File: config.mk
export PLATFORM = sky130hd
export DESIGN_NAME = adc_mux_bus_interface
export DESIGN_NICKNAME = d
export VERILOG_FILES = /design/src/verilog/adc_mux_bus_interface.v /design/src/verilog/sar_engine.v
export VERILOG_INCLUDE_DIRS = /design/src /design/src/common
export SDC_FILE = /design/constraint.sdc
export NUM_CORES = 1
export LEC_CHECK = 0
export BUFFER_PORTS_ARGS = -buffer_cell sky130_fd_sc_hd__buf_2
export CORE_ASPECT_RATIO = 0.7
export CORE_MARGIN = 2
export CORE_UTILIZATION = 58
export CTS_BUF_LIST = sky130_fd_sc_hd__clkbuf_2 sky130_fd_sc_hd__clkbuf_4 sky130_fd_sc_hd__clkbuf_8
export DETAILED_ROUTE_END_ITERATION = 16
export PLACE_DENSITY = 0.83
export SYNTH_ARGS = -nofsm -noshare
export SYNTH_HDL_FRONTEND = slang
export SYNTH_SLANG_ARGS = --single-unit
File: constraint.sdc
create_clock -name core_clk_i -period 4.85 [get_ports core_clk_i]
set_input_delay 0.7275 -clock core_clk_i [delete_from_list [all_inputs] [get_ports core_clk_i]]
set_output_delay 0.7275 -clock core_clk_i [all_outputs]
set_load 0.02 [all_outputs]
File: src/common/adc_mux_defines.vh
`ifndef ADC_MUX_DEFINES_VH
`define ADC_MUX_DEFINES_VH
// conversion time limit in microseconds and clock rate in MHz
`define CONV_TIME_US 40
`define CORE_CLK_MHZ 125
// longest time in core cycles: 40 us * 125 MHz = 5000
`define CONV_CYCLES (`CONV_TIME_US * `CORE_CLK_MHZ)
// successive approximation: one step per bit
`define SAR_BITS 8
// address field positions
`define ADDR_MODE_BIT 3
`define ADDR_PSEUDO_BIT 2
`define ADDR_PAIR_BIT 1
`define ADDR_POL_BIT 0
`define ADDR_BANK_BIT 4
// reset values
`define RESULT_RESET 8'h00
`define ADDR_RESET 5'h00
// selector codes: index of channel, analog_ground_pin is code 8
`define SEL_ANALOG_GROUND_PIN 4'h8
`endif

File: src/verilog/adc_mux_bus_interface.v
`timescale 1ns/1ps
`include "adc_mux_defines.vh"
module adc_mux_bus_interface #(
	parameter EIGHT_CH = 1,
	parameter CONV_CYCLES = `CONV_CYCLES
) (
	input wire core_clk_i,
	input wire rstn_i,
	input wire ce_i,
	input wire cs_n_i,
	input wire wr_n_i,
	input wire rd_n_i,
	input wire [7:0] data_bus_lines_i,
	output reg [7:0] data_bus_lines_o,
	output reg [7:0] data_bus_lines_oe_o,
	output reg conversion_done_n_o,
	input wire [63:0] analog_channel_inputs_i,
	input wire [7:0] analog_ground_pin_i,
	output reg [3:0] input_selector_pos_o,
	output reg [3:0] input_selector_neg_o,
	output reg [4:0] mux_address_bits_o,
	output reg busy_o
);
	localparam ST_IDLE = 2'b00;
	localparam ST_WLOW = 2'b01;
	localparam ST_CONV = 2'b10;
	localparam STEP = CONV_CYCLES / `SAR_BITS;

	reg [2:0] cs_s, wr_s, rd_s;
	reg [7:0] d1, d2, d3;
	reg cs_q, wr_q, rd_q;
	reg [7:0] data_q;
	reg [1:0] state;
	reg rd_low_all;
	reg [7:0] result;
	reg start;
	wire sar_busy, sar_done;
	wire [7:0] sar_result;
	reg [7:0] v_pos, v_neg;
	wire [4:0] next_addr;

	// mode decode: returns {pos,neg} selector codes, neg 8 means ground
	function [7:0] decode_sel;
		input [4:0] a;
		input eight;
		reg [2:0] base;
		begin
			base = 3'h0;
			if (!a[`ADDR_MODE_BIT]) begin
				// pairs: channel index from pair bits, polarity bit 0
				base = eight ? {a[`ADDR_PSEUDO_BIT], a[`ADDR_PAIR_BIT], 1'b0}
					: {1'b0, a[`ADDR_PAIR_BIT], 1'b0};
				decode_sel = a[`ADDR_POL_BIT] ?
					{1'b0, base | 3'h1, 1'b0, base} :
					{1'b0, base, 1'b0, base | 3'h1};
			end else if (!(eight ? a[`ADDR_BANK_BIT] : a[`ADDR_PSEUDO_BIT]))
			begin
				base = eight ? a[2:0] : {1'b0, a[1:0]};
				decode_sel = {1'b0, base, `SEL_ANALOG_GROUND_PIN};
			end else begin
				base = eight ? a[2:0] : {1'b0, a[1:0]};
				decode_sel = eight ? {1'b0, base, 4'h7} :
					{1'b0, base, 4'h3};
			end
		end
	endfunction

	// low bits of the bus double as address; fifth bit only when eight ch
	assign next_addr = EIGHT_CH ? data_q[4:0] :
		{1'b0, data_q[3:0]};

	// analog inputs arrive as 8-bit samples per channel
	always @* begin
		v_pos = analog_channel_inputs_i[input_selector_pos_o[2:0]*8 +: 8];
		if (input_selector_neg_o == `SEL_ANALOG_GROUND_PIN)
			v_neg = analog_ground_pin_i;
		else
			v_neg = analog_channel_inputs_i[input_selector_neg_o[2:0]*8 +: 8];
	end

	// strobes come from a foreign bus: three stages, act when last two agree
	always @(posedge core_clk_i or negedge rstn_i) begin
		if (!rstn_i) begin
			cs_s <= 3'b111;
			wr_s <= 3'b111;
			rd_s <= 3'b111;
			d1 <= 8'h00;
			d2 <= 8'h00;
			d3 <= 8'h00;
			cs_q <= 1'b1;
			wr_q <= 1'b1;
			rd_q <= 1'b1;
			data_q <= 8'h00;
		end else if (ce_i) begin
			cs_s <= {cs_s[1:0], cs_n_i};
			wr_s <= {wr_s[1:0], wr_n_i};
			rd_s <= {rd_s[1:0], rd_n_i};
			d1 <= data_bus_lines_i;
			d2 <= d1;
			d3 <= d2;
			if (cs_s[1] == cs_s[2])
				cs_q <= cs_s[2];
			if (wr_s[1] == wr_s[2])
				wr_q <= wr_s[2];
			if (rd_s[1] == rd_s[2])
				rd_q <= rd_s[2];
			if (d2 == d3)
				data_q <= d3;
		end
	end

	sar_engine #(
		.STEP_CYCLES(STEP)
	) u_sar (
		.core_clk_i(core_clk_i),
		.rstn_i(rstn_i),
		.ce_i(ce_i),
		.start_i(start),
		.diff_pos_i(v_pos),
		.diff_neg_i(v_neg),
		.busy_o(sar_busy),
		.done_o(sar_done),
		.result_o(sar_result)
	);

	always @(posedge core_clk_i or negedge rstn_i) begin
		if (!rstn_i) begin
			state <= ST_IDLE;
			rd_low_all <= 1'b0;
			start <= 1'b0;
			result <= `RESULT_RESET;
			conversion_done_n_o <= 1'b1;
			data_bus_lines_o <= 8'h00;
			data_bus_lines_oe_o <= 8'h00;
			input_selector_pos_o <= 4'h0;
			input_selector_neg_o <= 4'h1;
			mux_address_bits_o <= `ADDR_RESET;
			busy_o <= 1'b0;
		end else if (ce_i) begin
			start <= 1'b0;
			busy_o <= sar_busy | start | (state != ST_IDLE);
			// drive bus only during an active read
			if (!cs_q && !rd_q) begin
				data_bus_lines_o <= result;
				data_bus_lines_oe_o <= 8'hff;
			end else begin
				data_bus_lines_oe_o <= 8'h00;
			end
			case (state)
			ST_IDLE, ST_CONV: begin
				if (!cs_q && !wr_q) begin
					conversion_done_n_o <= 1'b1;
					rd_low_all <= !rd_q;
					state <= ST_WLOW;
				end else if (state == ST_CONV && sar_done) begin
					result <= sar_result;
					state <= ST_IDLE;
				end
			end
			ST_WLOW: begin
				if (rd_q)
					rd_low_all <= 1'b0;
				if (wr_q || cs_q) begin
					// rd low over the whole pulse keeps old config
					if (rd_q && !rd_low_all) begin
						mux_address_bits_o <= next_addr;
						{input_selector_pos_o, input_selector_neg_o} <=
							decode_sel(next_addr, EIGHT_CH != 0);
					end
					start <= 1'b1;
					state <= ST_CONV;
				end
			end
			default: state <= ST_IDLE;
			endcase
			// flag falls in the same cycle the result lands, cleared by read
			if (!cs_q && !rd_q)
				conversion_done_n_o <= 1'b1;
			if (state == ST_CONV && sar_done && (cs_q || wr_q))
				conversion_done_n_o <= 1'b0;
		end
	end
endmodule

File: src/verilog/sar_engine.v
`timescale 1ns/1ps
`include "adc_mux_defines.vh"
// comparator-based successive approximation; each bit gets an equal slice
module sar_engine #(
	parameter STEP_CYCLES = 625
) (
	input wire core_clk_i,
	input wire rstn_i,
	input wire ce_i,
	input wire start_i,
	input wire [7:0] diff_pos_i,
	input wire [7:0] diff_neg_i,
	output reg busy_o,
	output reg done_o,
	output reg [7:0] result_o
);
	reg [15:0] step_cnt;
	reg [3:0] bit_idx;
	reg [7:0] trial;
	wire [7:0] cand;
	wire [8:0] span;

	// negative input above positive gives zero via the clamp
	assign span = (diff_pos_i >= diff_neg_i) ?
		{1'b0, diff_pos_i - diff_neg_i} : 9'h000;
	assign cand = trial | (8'h80 >> bit_idx[2:0]);

	always @(posedge core_clk_i or negedge rstn_i) begin
		if (!rstn_i) begin
			busy_o <= 1'b0;
			done_o <= 1'b0;
			result_o <= 8'h00;
			step_cnt <= 16'h0000;
			bit_idx <= 4'h0;
			trial <= 8'h00;
		end else if (ce_i) begin
			done_o <= 1'b0;
			if (start_i) begin
				busy_o <= 1'b1;
				step_cnt <= 16'h0000;
				bit_idx <= 4'h0;
				trial <= 8'h00;
			end else if (busy_o) begin
				if (step_cnt == STEP_CYCLES[15:0] - 16'h0001) begin
					step_cnt <= 16'h0000;
					if ({1'b0, cand} <= span)
						trial <= cand;
					if (bit_idx == 4'h7) begin
						busy_o <= 1'b0;
						done_o <= 1'b1;
						result_o <= ({1'b0, cand} <= span) ?
							cand : trial;
					end
					bit_idx <= bit_idx + 4'h1;
				end else begin
					step_cnt <= step_cnt + 16'h0001;
				end
			end
		end
	end
endmodule
# Word level (Yosys, flattened, before mapping)
# Cells that the tools add are included.
# word_totals
ff_bits,121
in_bits,86
# classes
n_addsub,3
n_lt_le_gt_ge,2
eq_ne,13
n_shift,3
muxes,37
bitwise,5
reduce_logical,31
# ops
operator,count
indexed part select 64 x 7 -> 8 bit,2
2-to-1 mux 8 bit,7
2-to-1 mux 16 bit,3
"adder 16 x 1 -> 16 bit, second input constant",1
"== test 16 x 10 -> 1 bit, second input constant",1
2-to-1 mux 1 bit,16
2-to-1 mux 4 bit,4
AND reduction 2 bit,6
AND reduction 4 bit,3
2-to-1 mux 5 bit,2
<= comparator 8 x 9 -> 1 bit,1
AND reduction 3 bit,3
== test 8 bit,1
greater-or-equal comparator 8 bit,1
OR 8 bit,1
nonzero test 2 bit,4
">> shifter 8 x 3 -> 8 bit, first input constant",1
subtractor 8 bit,1
2-to-1 mux 2 bit,3
"inequality test 2 bit, second input constant",3
nonzero test 3 bit,2
logical AND 1 bit,5
AND reduction 5 bit,1
"adder 4 x 1 -> 4 bit, second input constant",1
other kinds (14),21

# Longest topological paths before layout
# Gate-level depths: netlist (run 1).
# depth
ltp_word,9
ltp_mapped,21
ltp_nobuf,18

# Hierarchy
# Synthesis (run 1) repeated with hierarchy kept, for this count alone.
# hier_totals
hier_cells,604
hier_area_um2,6754.0
# by_module_without_submodules
mod,n_inst,cells_per_inst,area_each_um2
adc_mux_bus_interface,1,320,4161.5
sar_engine,1,284,2592.5

# Worst setup path after synthesis (run 1)
# Ideal clock, no wire load.
# synth_timing
path_type,register to register
startpoint,register input_selector_pos_o[0]
endpoint,register u_sar.result_o[0]
arrival_time_ps,4524
required_ps,4767
path_slack_ps,243
stages_incl_launch_ff,20
n_path_buf,3
synth_period_minus_slack_ps,4607
path_cell_list,dfrtp_1 > buf_2 > buf_2 > mux4_2 > mux2i_1 > ha_1 > inv_1 > fa_1 > a211oi_1 > o21ai_0 > a211oi_1 > nor2_1 > nand2_1 > ha_1 > a211oi_1 > o21ai_0 > o211ai_1 > clkbuf_1 > a21oi_1 > o21ai_0
# synth_via
elab_chain_cells,5
word_cells_on_any_way,6
classes_between,add/sub (1); order compare (2); shift (1); mux (2)
# synth_rtl
element,line,rtl
from (decl),adc_mux_bus_interface.v:19,"output reg [3:0] input_selector_pos_o,"
from (signal assigned),adc_mux_bus_interface.v:167,"{input_selector_pos_o, input_selector_neg_o} <="
indexed part select 64 x 7 -> 8 bit (*),adc_mux_bus_interface.v:74,v_pos = analog_channel_inputs_i[input_selector_pos_o[2:0]*8 +: 8];
subtractor 8 bit / greater-or-equal comparator 8 bit (equally long branches),"sar_engine.v:25, sar_engine.v:24",
2-to-1 mux 8 bit (*),sar_engine.v:24,assign span = (diff_pos_i >= diff_neg_i) ?
<= comparator 8 x 9 -> 1 bit (*),sar_engine.v:51,"result_o <= ({1'b0, cand} <= span) ?"
2-to-1 mux 8 bit (*),--,
to (signal assigned),sar_engine.v:51,
to (decl),sar_engine.v:15,output reg [7:0] result_o
# Mark *: on every way between the ends. The rest lies on a longest branch, timed or not.
# A chain may end at the register's enable or synchronous reset.

# Final worst setup path (run 1)
# layout_timing
startpoint,register input_selector_pos_o[1]
endpoint,register u_sar.result_o[1]
# Same word-level chain as after synthesis.

==> results of run 1 <==
==> registers in the layout, summed over array words and instances, names as in the netlist, 4 cells and up <==
signal / count
u_sar.trial: 8
result: 8
input_selector_neg_o: 4
data_q: 5
d3: 8
u_sar.result_o: 8
d1: 8
u_sar.bit_idx: 4
d2: 8
data_bus_lines_o: 8
u_sar.step_cnt: 16
==> final timing paths <==
path                                                startpoint                               to  slack, ns
min in group asynchronous                               rstn_i  data_bus_lines_o[6]$_DFFE_PN0P_       0.55
max                        input_selector_pos_o[1]$_DFFE_PN0P_    u_sar.result_o[1]$_DFFE_PN0P_       0.34
min                                        wr_s[2]$_DFFE_PN1P_              wr_s[2]$_DFFE_PN1P_       0.49
max in group asynchronous                               rstn_i                d2[0]$_DFFE_PN0P_       3.37
max reg2reg                input_selector_pos_o[1]$_DFFE_PN0P_    u_sar.result_o[1]$_DFFE_PN0P_       0.34
min reg2reg                                wr_s[2]$_DFFE_PN1P_              wr_s[2]$_DFFE_PN1P_       0.49
==> stage by stage <==
step / hold slack [ns] / cells / utilization [%] / setup WS, ns
after floorplan: 0.432 / 554 / - / 0.243
after global placement: 0.461 / 801 / 65.1 / 0.413
after detailed placement: 0.475 / 801 / 65.1 / 0.275
after CTS: 0.500 / 817 / 67.0 / 0.231
after global routing: 0.518 / 820 / 67.4 / 0.0548
final: 0.493 / 821 / 67.4 / 0.343
==> tightest hold or removal path, cell delays in order (launching register included) <==
cell,delay [ns]
dfstp_2,0.37
inv_1,0.05
o21ai_0,0.07
==> cell usage after synthesis, drive strengths merged (2+ instances only) <==
library cell / n / area (sq um)
dfstp: 14 / 368
ha: 24 / 300
a32o: 8 / 80.1
nand4: 11 / 68.8
a21o: 8 / 60.1
nand2: 38 / 143
nand3: 13 / 65.1
nor4: 4 / 37.5
inv: 18 / 75.1
xor2: 15 / 131
o211ai: 2 / 15.0
nor4b: 2 / 17.5
o22ai: 3 / 18.8
o221ai: 2 / 17.5
o21a: 4 / 30.0
or2: 3 / 18.8
and3: 4 / 25.0
buf: 24 / 148
mux4: 28 / 631
mux2: 67 / 769
dfrtp: 97 / 2430
a31oi: 2 / 12.5
nor3: 6 / 35.0
o21bai: 3 / 22.5
o21ai: 41 / 205
clkbuf: 7 / 26.3
xnor2: 9 / 78.8
mux2i: 9 / 90.1
a211oi: 4 / 30.0
nor2: 37 / 139
nor3b: 3 / 33.8
a21oi: 24 / 120
==> logic make-up after synthesis <==
group	count (synthesis)	share of synthesized area, %
muxes	104	23.2
and+or+nand+nor	128	9.97
DFF	111	43.6
xor gates and xnor gates	24	3.28
buffers and inverters	50	3.94
adders and majority gates	25	4.99
other	1	0.0585
AOI/OAI and AO/OA	111	10.9
==> repair_timing <==
| action | in CTS | in global routing |
|---|---|---|
| endpoints found under the setup margin | 0 | 13 |
| setup buffers | 0 | 3 |
| resized for setup | 0 | 4 |
==> power breakdown <==
group	switching (mW)	internal [mW]
clock	0.329	0.251
sequential	0.205	1.08
combinational	1.08	0.900
total	1.61	2.23
==> metal layers <==
layer | GRT usage (%) | part of all wire (%)
met5 | 0 | 0
met3 | 5.83 | 7.4
met4 | 6.00 | 1.4
met1 | 38.9 | 45
met2 | 37.7 | 46
==> cell type report <==
class	count	share of cell area, %
multi-input combinational	393	45.9
sequential	111	38.1
clock inverter	7	1.18
inverter	19	1.07
timing repair buffer	128	9.37
clock buffer	9	1.69
tap	153	2.61
antenna	1	0.0341
==> flow_summary.yaml, run 1 <==
run_status:
  status: "complete, no violations"
setup_path:
  critPathSlowestCell: "dfrtp_1"
  crit_path_max_incr_delay_ns: 0.83
  cp.required_ns: 5.15
  crit_fanout: 15
  path_depth: 17
  critPathLaunchType: "register"
  critical_path.cell_chain: "mux4_2, mux2i_1, ha_1, inv_1, fa_1, a211oi_1, o21ai_0, a211oi_2, nor2_1, nand2_1, ha_1, a211oi_1, o21ai_0, o211ai_1, buf_4, o21ai_0, o21ai_0"
  critPathBufInv: 2
  crit_type: "register to register"
  cp_top_family: "compound AO/OA/AOI/OAI gates"
  cp_data_arrival_time_ns: 4.80
  path_common_cell: "o21ai_0"
  end_kind: "register"
  r2r_cells: 17
clock_network:
  cts_buffer_depth: 2
  cts_root_buf: "clkbuf_8"
  insertion_delay_ns: 0.38
  cts_tree: "built"
  hold_buffers: 0
  clock-sinks: 111
  path_clk_slew_ns: 0.11
  numCtsBuffers: 9
  htree_levels: 3
sta:
  fmax_ghz: 0.222
  slew_violations: 0
  finalCritPeriodShare_pct: 92.9
  slew_headroom_pct: 27.7
  rsz0062_at_grt: "no"
  hold_viol: 0
  setup_viol: 0
  fin_skew_ns: 0.0143
  fin_tns_setup_ns: 0
  final.min_clock_period_ns: 4.51
  worst_slew_pin_slew_ns: 1.08
routing:
  firstDrtPassIters: 5
  ant_nets: 0
  vias: 4982
  drt-initial-drc-count: 348
  vias_per_cell: 6.07
  wl_microns: 14800
  wl_per_cell_microns: 18.0
  drcViolationCount: 0
finish:
  drive_gt1_share_pct: 40.6
  fillers: 829
  area_growth_pct: 14.5
  layout_common_cells: "buf_2 (114), dfrtp_1 (95), mux2_2 (63), o21ai_0 (41), nand2_1 (38)"
  final_common_cell: "buf_2"
  multiInputGateArea_sq_um: 3370
  stdcell_area_sq_um: 7340
  final_nets: 773
  regArea_sq_um: 2800
synthesis:
  ys_types: 61
  syn_area_sq_um: 6410
  dominantRegCellSynth: "dfrtp_1"
  synth_async_sr_flop_share_pct: 100
  ys_seq_area_share_pct: 43.6
  ys_warn_count: 0
  syn_avg_cell_area_sq_um: 11.6
  synth_fp_nets: 665
  ys_ff_latch: 111
  synth_cells: 554
  synth-edff-count: 0
floorplanning:
  num_io_pins: 117
  start_util_pct: 58.9
  die_y_microns: 92.0
  chipWidth_microns: 130
  dieArea_sq_um: 11900
  rows: 32
  core_sq_um: 10900
global_route:
  grt_pass1_vias: 4785
  grt-ovfl-total: 0
  grt_max_degree: 89
  grt_first_pass_wirelength_microns: 23900
  grt_use_total_pct: 25.6
  antenna_found_initial: 0
placed_design:
  portBuffers: 115
  gp_congestion: 0.985
  dp_hpwl_microns: 11400
  placed_area_sq_um: 7080
power:
  power.total_mw: 3.84
  ir_worst_vdd_uv: 307
  p_per_area_nw_per_um2: 523
  leakagePower_nw: 3.40
hold_path:
  min_delay_path_depth: 2
  hp-class: "register to register"
flow_run:
  cap_violations: 0
Power figures use the tool's default switching activity.
==> run 2, diff against run 1 <==
--- a/config.mk
+++ b/config.mk
@@ -12,7 +12,7 @@
 export CORE_UTILIZATION = 58
 export CTS_BUF_LIST = sky130_fd_sc_hd__clkbuf_2 sky130_fd_sc_hd__clkbuf_4 sky130_fd_sc_hd__clkbuf_8
 export DETAILED_ROUTE_END_ITERATION = 16
-export PLACE_DENSITY = 0.83
+export PLACE_DENSITY = 0.82
 export SYNTH_ARGS = -nofsm -noshare
 export SYNTH_HDL_FRONTEND = slang
 export SYNTH_SLANG_ARGS = --single-unit
==> run 2 against run 1 <==
- global-route usage is 0.44 points lower
- count of clock-buffer cells in the layout stayed put
- design area decreased by 0.51%
- total power is 1.6% lower
- non-clock buffer count shrank 2
- critical path depth increased by 1
- utilization is 0.34 points lower
- die area is the same
- combinational power shrank 3%
- largest cell class unchanged
==> flow_summary.yaml, run 2 (synthesis results as in run 1) <==
clock_network:
  numCtsBuffers: 9
  htree_levels: 3
  cts_root_buf: "clkbuf_8"
  hold_buffers: 0
  insertion_delay_ns: 0.38
  clock-sinks: 111
  path_clk_slew_ns: 0.11
  cts_tree: "built"
  cts_buffer_depth: 2
setup_path:
  r2r_cells: 18
  critical_path.cell_chain: "buf_4, mux4_2, mux2i_1, nor2_1, a21oi_1, ha_1, o21ai_0, o21ai_0, a211oi_2, nor2_1, nand3_1, ha_1, nand4_1, or2_2, o211ai_1, buf_4, o21ai_0, o21ai_0"
  critPathSlowestCell: "dfstp_4"
  crit_path_end: "u_sar.result_o[1]$_DFFE_PN0P_"
  r2r_setup_slack_ns: 0.35
  critPathLaunchType: "register"
  crit_fanout: 17
  crit_path_max_incr_delay_ns: 0.80
  end_kind: "register"
  cp_data_arrival_time_ns: 4.78
  rr_endpoint: "u_sar.result_o[1]$_DFFE_PN0P_"
  crit_start: "input_selector_neg_o[0]$_DFFE_PN1P_"
  cp.required_ns: 5.13
  path_common_cell: "o21ai_0"
  crit_type: "register to register"
  r2r_start: "input_selector_neg_o[0]$_DFFE_PN1P_"
finish:
  fin_cells: 818
  layout_common_cells: "buf_2 (114), dfrtp_1 (95), mux2_2 (63), o21ai_0 (41), nand2_1 (38)"
  drive_gt1_share_pct: 40.5
  regMostFlops: "u_sar.step_cnt"
  multiInputGateArea_sq_um: 3370
  fillers: 845
  diodes: 0
  area_growth_pct: 13.9
  stdcell_area_sq_um: 7310
  final_nets: 771
  regArea_sq_um: 2800
  largest_reg_flops: 16
  final_common_cell: "buf_2"
sta:
  setup_viol: 0
  slew_violations: 0
  fin_skew_ns: 0.0119
  worst_slew_pin_slew_ns: 1.16
  slew_headroom_pct: 22.2
  finalCritPeriodShare_pct: 92.9
  final.min_clock_period_ns: 4.50
  fmax_ghz: 0.222
  hold_viol: 0
global_route:
  grt_first_pass_wirelength_microns: 23700
  grt-ovfl-total: 0
  antenna_found_initial: 0
  grt_use_total_pct: 25.2
  grt_pass1_vias: 4812
  grt_max_degree: 85
routing:
  wl_per_cell_microns: 18.0
  ant_nets: 0
  drt-initial-drc-count: 373
  wl_microns: 14700
  vias: 4976
  firstDrtPassIters: 5
  vias_per_cell: 6.08
  drcViolationCount: 0
floorplanning:
  dieArea_sq_um: 11900
  die_y_microns: 92.0
  chipWidth_microns: 130
  core_sq_um: 10900
  num_io_pins: 117
  start_util_pct: 58.9
  rows: 32
placed_design:
  gp_congestion: 0.979
  portBuffers: 115
  placed_area_sq_um: 7080
  place_inst: 801
  dp_hpwl_microns: 11200
power:
  leakagePower_nw: 3.39
  ir_worst_vdd_uv: 303
  p_per_area_nw_per_um2: 517
run_status:
  status: "complete, no violations"
flow_run:
  cap_violations: 0
hold_path:
  hp-class: "register to register"
-- run 2: layout make-up --
type	count	area share [%]
Multi-Input combinational cell	393	46.1
Sequential cell	111	38.3
Timing Repair Buffer	126	9.04
Tap cell	153	2.62
Clock buffer	9	1.70
Clock inverter	7	1.08
Inverter	19	1.08
-- run 2: timing repair --
item	CTS	global route
buffers inserted	1	0
gates resized for setup	0	4
endpoints found under the setup margin	13	13
pin swaps	1	0
-- run 2: worst max-delay path: cells and delay by family (launching register included) --
family | cells | cell delay, ns
DFF | 1 | 0.80
buffers and inverters | 2 | 0.43
AOI/OAI and AO/OA | 7 | 1.04
and+or+nand+nor | 5 | 0.87
muxes | 2 | 0.70
adders and majority gates | 2 | 0.55
-- run 2: per-layer routing --
metal	routed length [microns]	part of all wire (%)	GRT usage, %	up-vias
li1	-	-	-	2257
met1	6700	45	38.2	2492
met2	6810	46	36.7	207
met3	1060	7.2	6.71	20
met4	157	1.1	4.84	0
met5	0	0	0	-
-- run 2: report_power, final --
group	leakage (nW)	total (mW)	internal (mW)	switching, mW
Sequential	1.42	1.28	1.08	0.207
Combinational	1.86	1.93	0.869	1.06
Clock	0.104	0.562	0.244	0.318
-- run 2: how the worst min path moves through the flow --
stage,to,cells past startpoint,from
finish,u_sar.result_o[2]$_DFFE_PN0P_,2,u_sar.result_o[2]$_DFFE_PN0P_
global route,wr_s[2]$_DFFE_PN1P_,2,wr_s[2]$_DFFE_PN1P_
CTS,rd_s[2]$_DFFE_PN1P_,2,rd_s[2]$_DFFE_PN1P_
detailed placement,u_sar.result_o[2]$_DFFE_PN0P_,2,u_sar.result_o[2]$_DFFE_PN0P_
global placement,u_sar.result_o[1]$_DFFE_PN0P_,2,u_sar.result_o[1]$_DFFE_PN0P_
floorplan,busy_o$_DFFE_PN0P_,0,rstn_i
-- run 2: per-stage QoR --
stage | total power, mW | utilization (%) | hold slack, ns | TNS, ns | setup slack (ns)
3_5_place_dp | 3.13 | 65.1 | 0.475 | -1.30 | -0.209
3_3_place_gp | 3.06 | 65.1 | 0.467 | 0 | 0.00739
2_1_floorplan | 2.68 | - | 0.432 | 0 | 0.243
5_1_grt | 4.05 | 67.1 | 0.513 | -0.363 | -0.112
4_1_cts | 3.74 | 67.0 | 0.493 | 0 | 0.254
6_report | 3.78 | 67.1 | 0.493 | 0 | 0.346
==> run 3, diff against run 2 <==
--- a/config.mk
+++ b/config.mk
@@ -12,7 +12,9 @@
 export CORE_UTILIZATION = 58
 export CTS_BUF_LIST = sky130_fd_sc_hd__clkbuf_2 sky130_fd_sc_hd__clkbuf_4 sky130_fd_sc_hd__clkbuf_8
 export DETAILED_ROUTE_END_ITERATION = 16
+export MAX_ROUTING_LAYER = met4
 export PLACE_DENSITY = 0.82
+export RECOVER_POWER = 50
 export SYNTH_ARGS = -nofsm -noshare
 export SYNTH_HDL_FRONTEND = slang
 export SYNTH_SLANG_ARGS = --single-unit
==> run 3 against run 2 <==
- the flow now finishes with violations (capacitance limit, slew limit)
- first-iteration DRC count grew 13%
- global-route usage grew 1.8 points
- setup slack lost 0.015 ns
- clock power shrank 5.5%
- combinational power grew 6%
- fmax shrank 0.33%
- count of clock-buffer cells in the layout is the same
- die area is the same
- via count grew 0.30%
- design area grew 0.21%
- critical path type unchanged
==> flow_summary.yaml, run 3 (synthesis results as in run 1) <==
finish:
  area_growth_pct: 14.1
  fin_cells: 824
  regMostFlops: "u_sar.step_cnt"
  layout_common_cells: "buf_2 (113), dfrtp_1 (96), mux2_2 (63), o21ai_0 (41), nand2_1 (38)"
  drive_gt1_share_pct: 40.2
  final_common_cell: "buf_2"
  largest_reg_flops: 16
  final_nets: 775
setup_path:
  end_kind: "register"
  critPathBufInv: 2
  critPathLaunchType: "register"
  crit_type: "register to register"
  r2r_start: "input_selector_neg_o[0]$_DFFE_PN1P_"
  crit_start: "input_selector_neg_o[0]$_DFFE_PN1P_"
  cp_top_family: "compound AO/OA/AOI/OAI gates"
  critPathSlowestCell: "dfstp_4"
  crit_path_max_incr_delay_ns: 0.69
  cp.required_ns: 5.14
  path_common_cell: "o21ai_0"
  cp_data_arrival_time_ns: 4.81
  crit_fanout: 12
  critical_path.cell_chain: "buf_12, mux4_2, o221a_2, a21oi_1, ha_1, a211oi_1, o21ai_0, a211oi_2, nor2_1, nand2_1, ha_1, a211oi_1, o21ai_0, o211ai_1, buf_4, a21oi_1, o21ai_0"
sta:
  rsz0062_at_grt: "no"
  fmax_ghz: 0.221
  slew_violations: 125
  slew_headroom_pct: -42.5
  hold_viol: 0
  worst_slew_pin_slew_ns: 2.14
  final.min_clock_period_ns: 4.52
  setup_viol: 0
  fin_hold_ws_ns: 0.491
  fin_skew_ns: 0.00623
  fin_tns_setup_ns: 0
  finalCritPeriodShare_pct: 93.2
floorplanning:
  rows: 32
  start_util_pct: 58.9
  core_sq_um: 10900
  chipWidth_microns: 130
  die_y_microns: 92.0
  dieArea_sq_um: 11900
  num_io_pins: 117
global_route:
  antenna_found_initial: 0
  grt_first_pass_wirelength_microns: 24300
  grt_use_total_pct: 27.0
  grt-ovfl-total: 0
  grt_max_degree: 90
  grt_pass1_vias: 4867
clock_network:
  path_clk_slew_ns: 0.11
  cts_tree: "built"
  cts_buffer_depth: 2
  insertion_delay_ns: 0.38
  numCtsBuffers: 9
  htree_levels: 3
  hold_buffers: 0
  cts_root_buf: "clkbuf_8"
  clock-sinks: 111
run_status:
  violations: "capacitance limit, slew limit"
  status: "complete, but fails checks"
routing:
  wl_per_cell_microns: 18.3
  vias: 4991
  firstDrtPassIters: 5
  wl_microns: 15100
  drcViolationCount: 0
  ant_nets: 0
  drt-initial-drc-count: 423
  vias_per_cell: 6.06
power:
  leakagePower_nw: 3.39
  ir_worst_vdd_uv: 350
  p_per_area_nw_per_um2: 524
placed_design:
  portBuffers: 115
  dp_hpwl_microns: 11600
  place_inst: 801
  gp_congestion: 0.970
flow_run:
  cap_violations: 2
hold_path:
  min-delay-start: "u_sar.result_o[1]$_DFFE_PN0P_"
  hp-class: "register to register"
-- run 3: cell count changes in the layout (fill, tap and decap cells not counted), sizes merged --
cell	delta
bufinv	-1
clkbuf	+4
clkinv	-1
clkinvlp	+1
diode	+2
inv	+1
-- run 3: area by class of cell --
type | instances | area [sq um]
antenna | 2 | 5.00
timing repair buffer | 130 | 692
inverter | 19 | 72.6
sequential | 111 | 2800
fill | 847 | 3570
tap | 153 | 191
clock inverter | 7 | 65.1
clock buffer | 9 | 124
multi-input combinational | 393 | 3370
-- run 3: worst paths after layout --
path | end | slack [ns] | cells after the start
min in group asynchronous | u_sar.step_cnt[0]$_DFFE_PN0P_ | 0.94 | 1
min reg2reg | u_sar.result_o[1]$_DFFE_PN0P_ | 0.49 | 2
max | u_sar.result_o[4]$_DFFE_PN0P_ | 0.33 | 17
max reg2reg | u_sar.result_o[4]$_DFFE_PN0P_ | 0.33 | 17
max in group asynchronous | input_selector_pos_o[0]$_DFFE_PN0P_ | 1.84 | 2
min | u_sar.result_o[1]$_DFFE_PN0P_ | 0.49 | 2
-- run 3: metrics by stage --
stage          setup slack [ns]  power [mW]  area [sq um]  util (%)
2_1_floorplan             0.243        2.68          6410         -
3_3_place_gp            -0.0114        3.06          7080      65.1
3_5_place_dp             -0.225        3.15          7080      65.1
4_1_cts                   0.169        3.77          7290      66.9
5_1_grt                  0.0336        4.12          7320      67.2
6_report                  0.332        3.83          7320      67.2
-- run 3: repair_timing --
item	CTS	global route
pin swaps	1	0
buffers inserted	2	3
setup endpoints to repair	13	13
resized for setup	0	3
-- run 3: tightest hold or removal path: cells and delay by family, from the launching register on --
| family | cells | cell delay, ns |
|---|---|---|
| DFF | 1 | 0.36 |
| AOI/OAI and AO/OA | 1 | 0.06 |
| and+or+nand+nor | 1 | 0.05 |
-- run 3: where the power goes --
group,leakage (nW),switching [mW],internal [mW]
clock,0.0978,0.332,0.199
sequential,1.42,0.181,1.08
combinational,1.87,1.11,0.935
-- run 3: per-layer routing --
metal	track usage (%)	part of all wire, %
met3	7.29	7.0
met5	-	0
met4	6.45	1.2
met2	38.8	46
met1	38.6	45
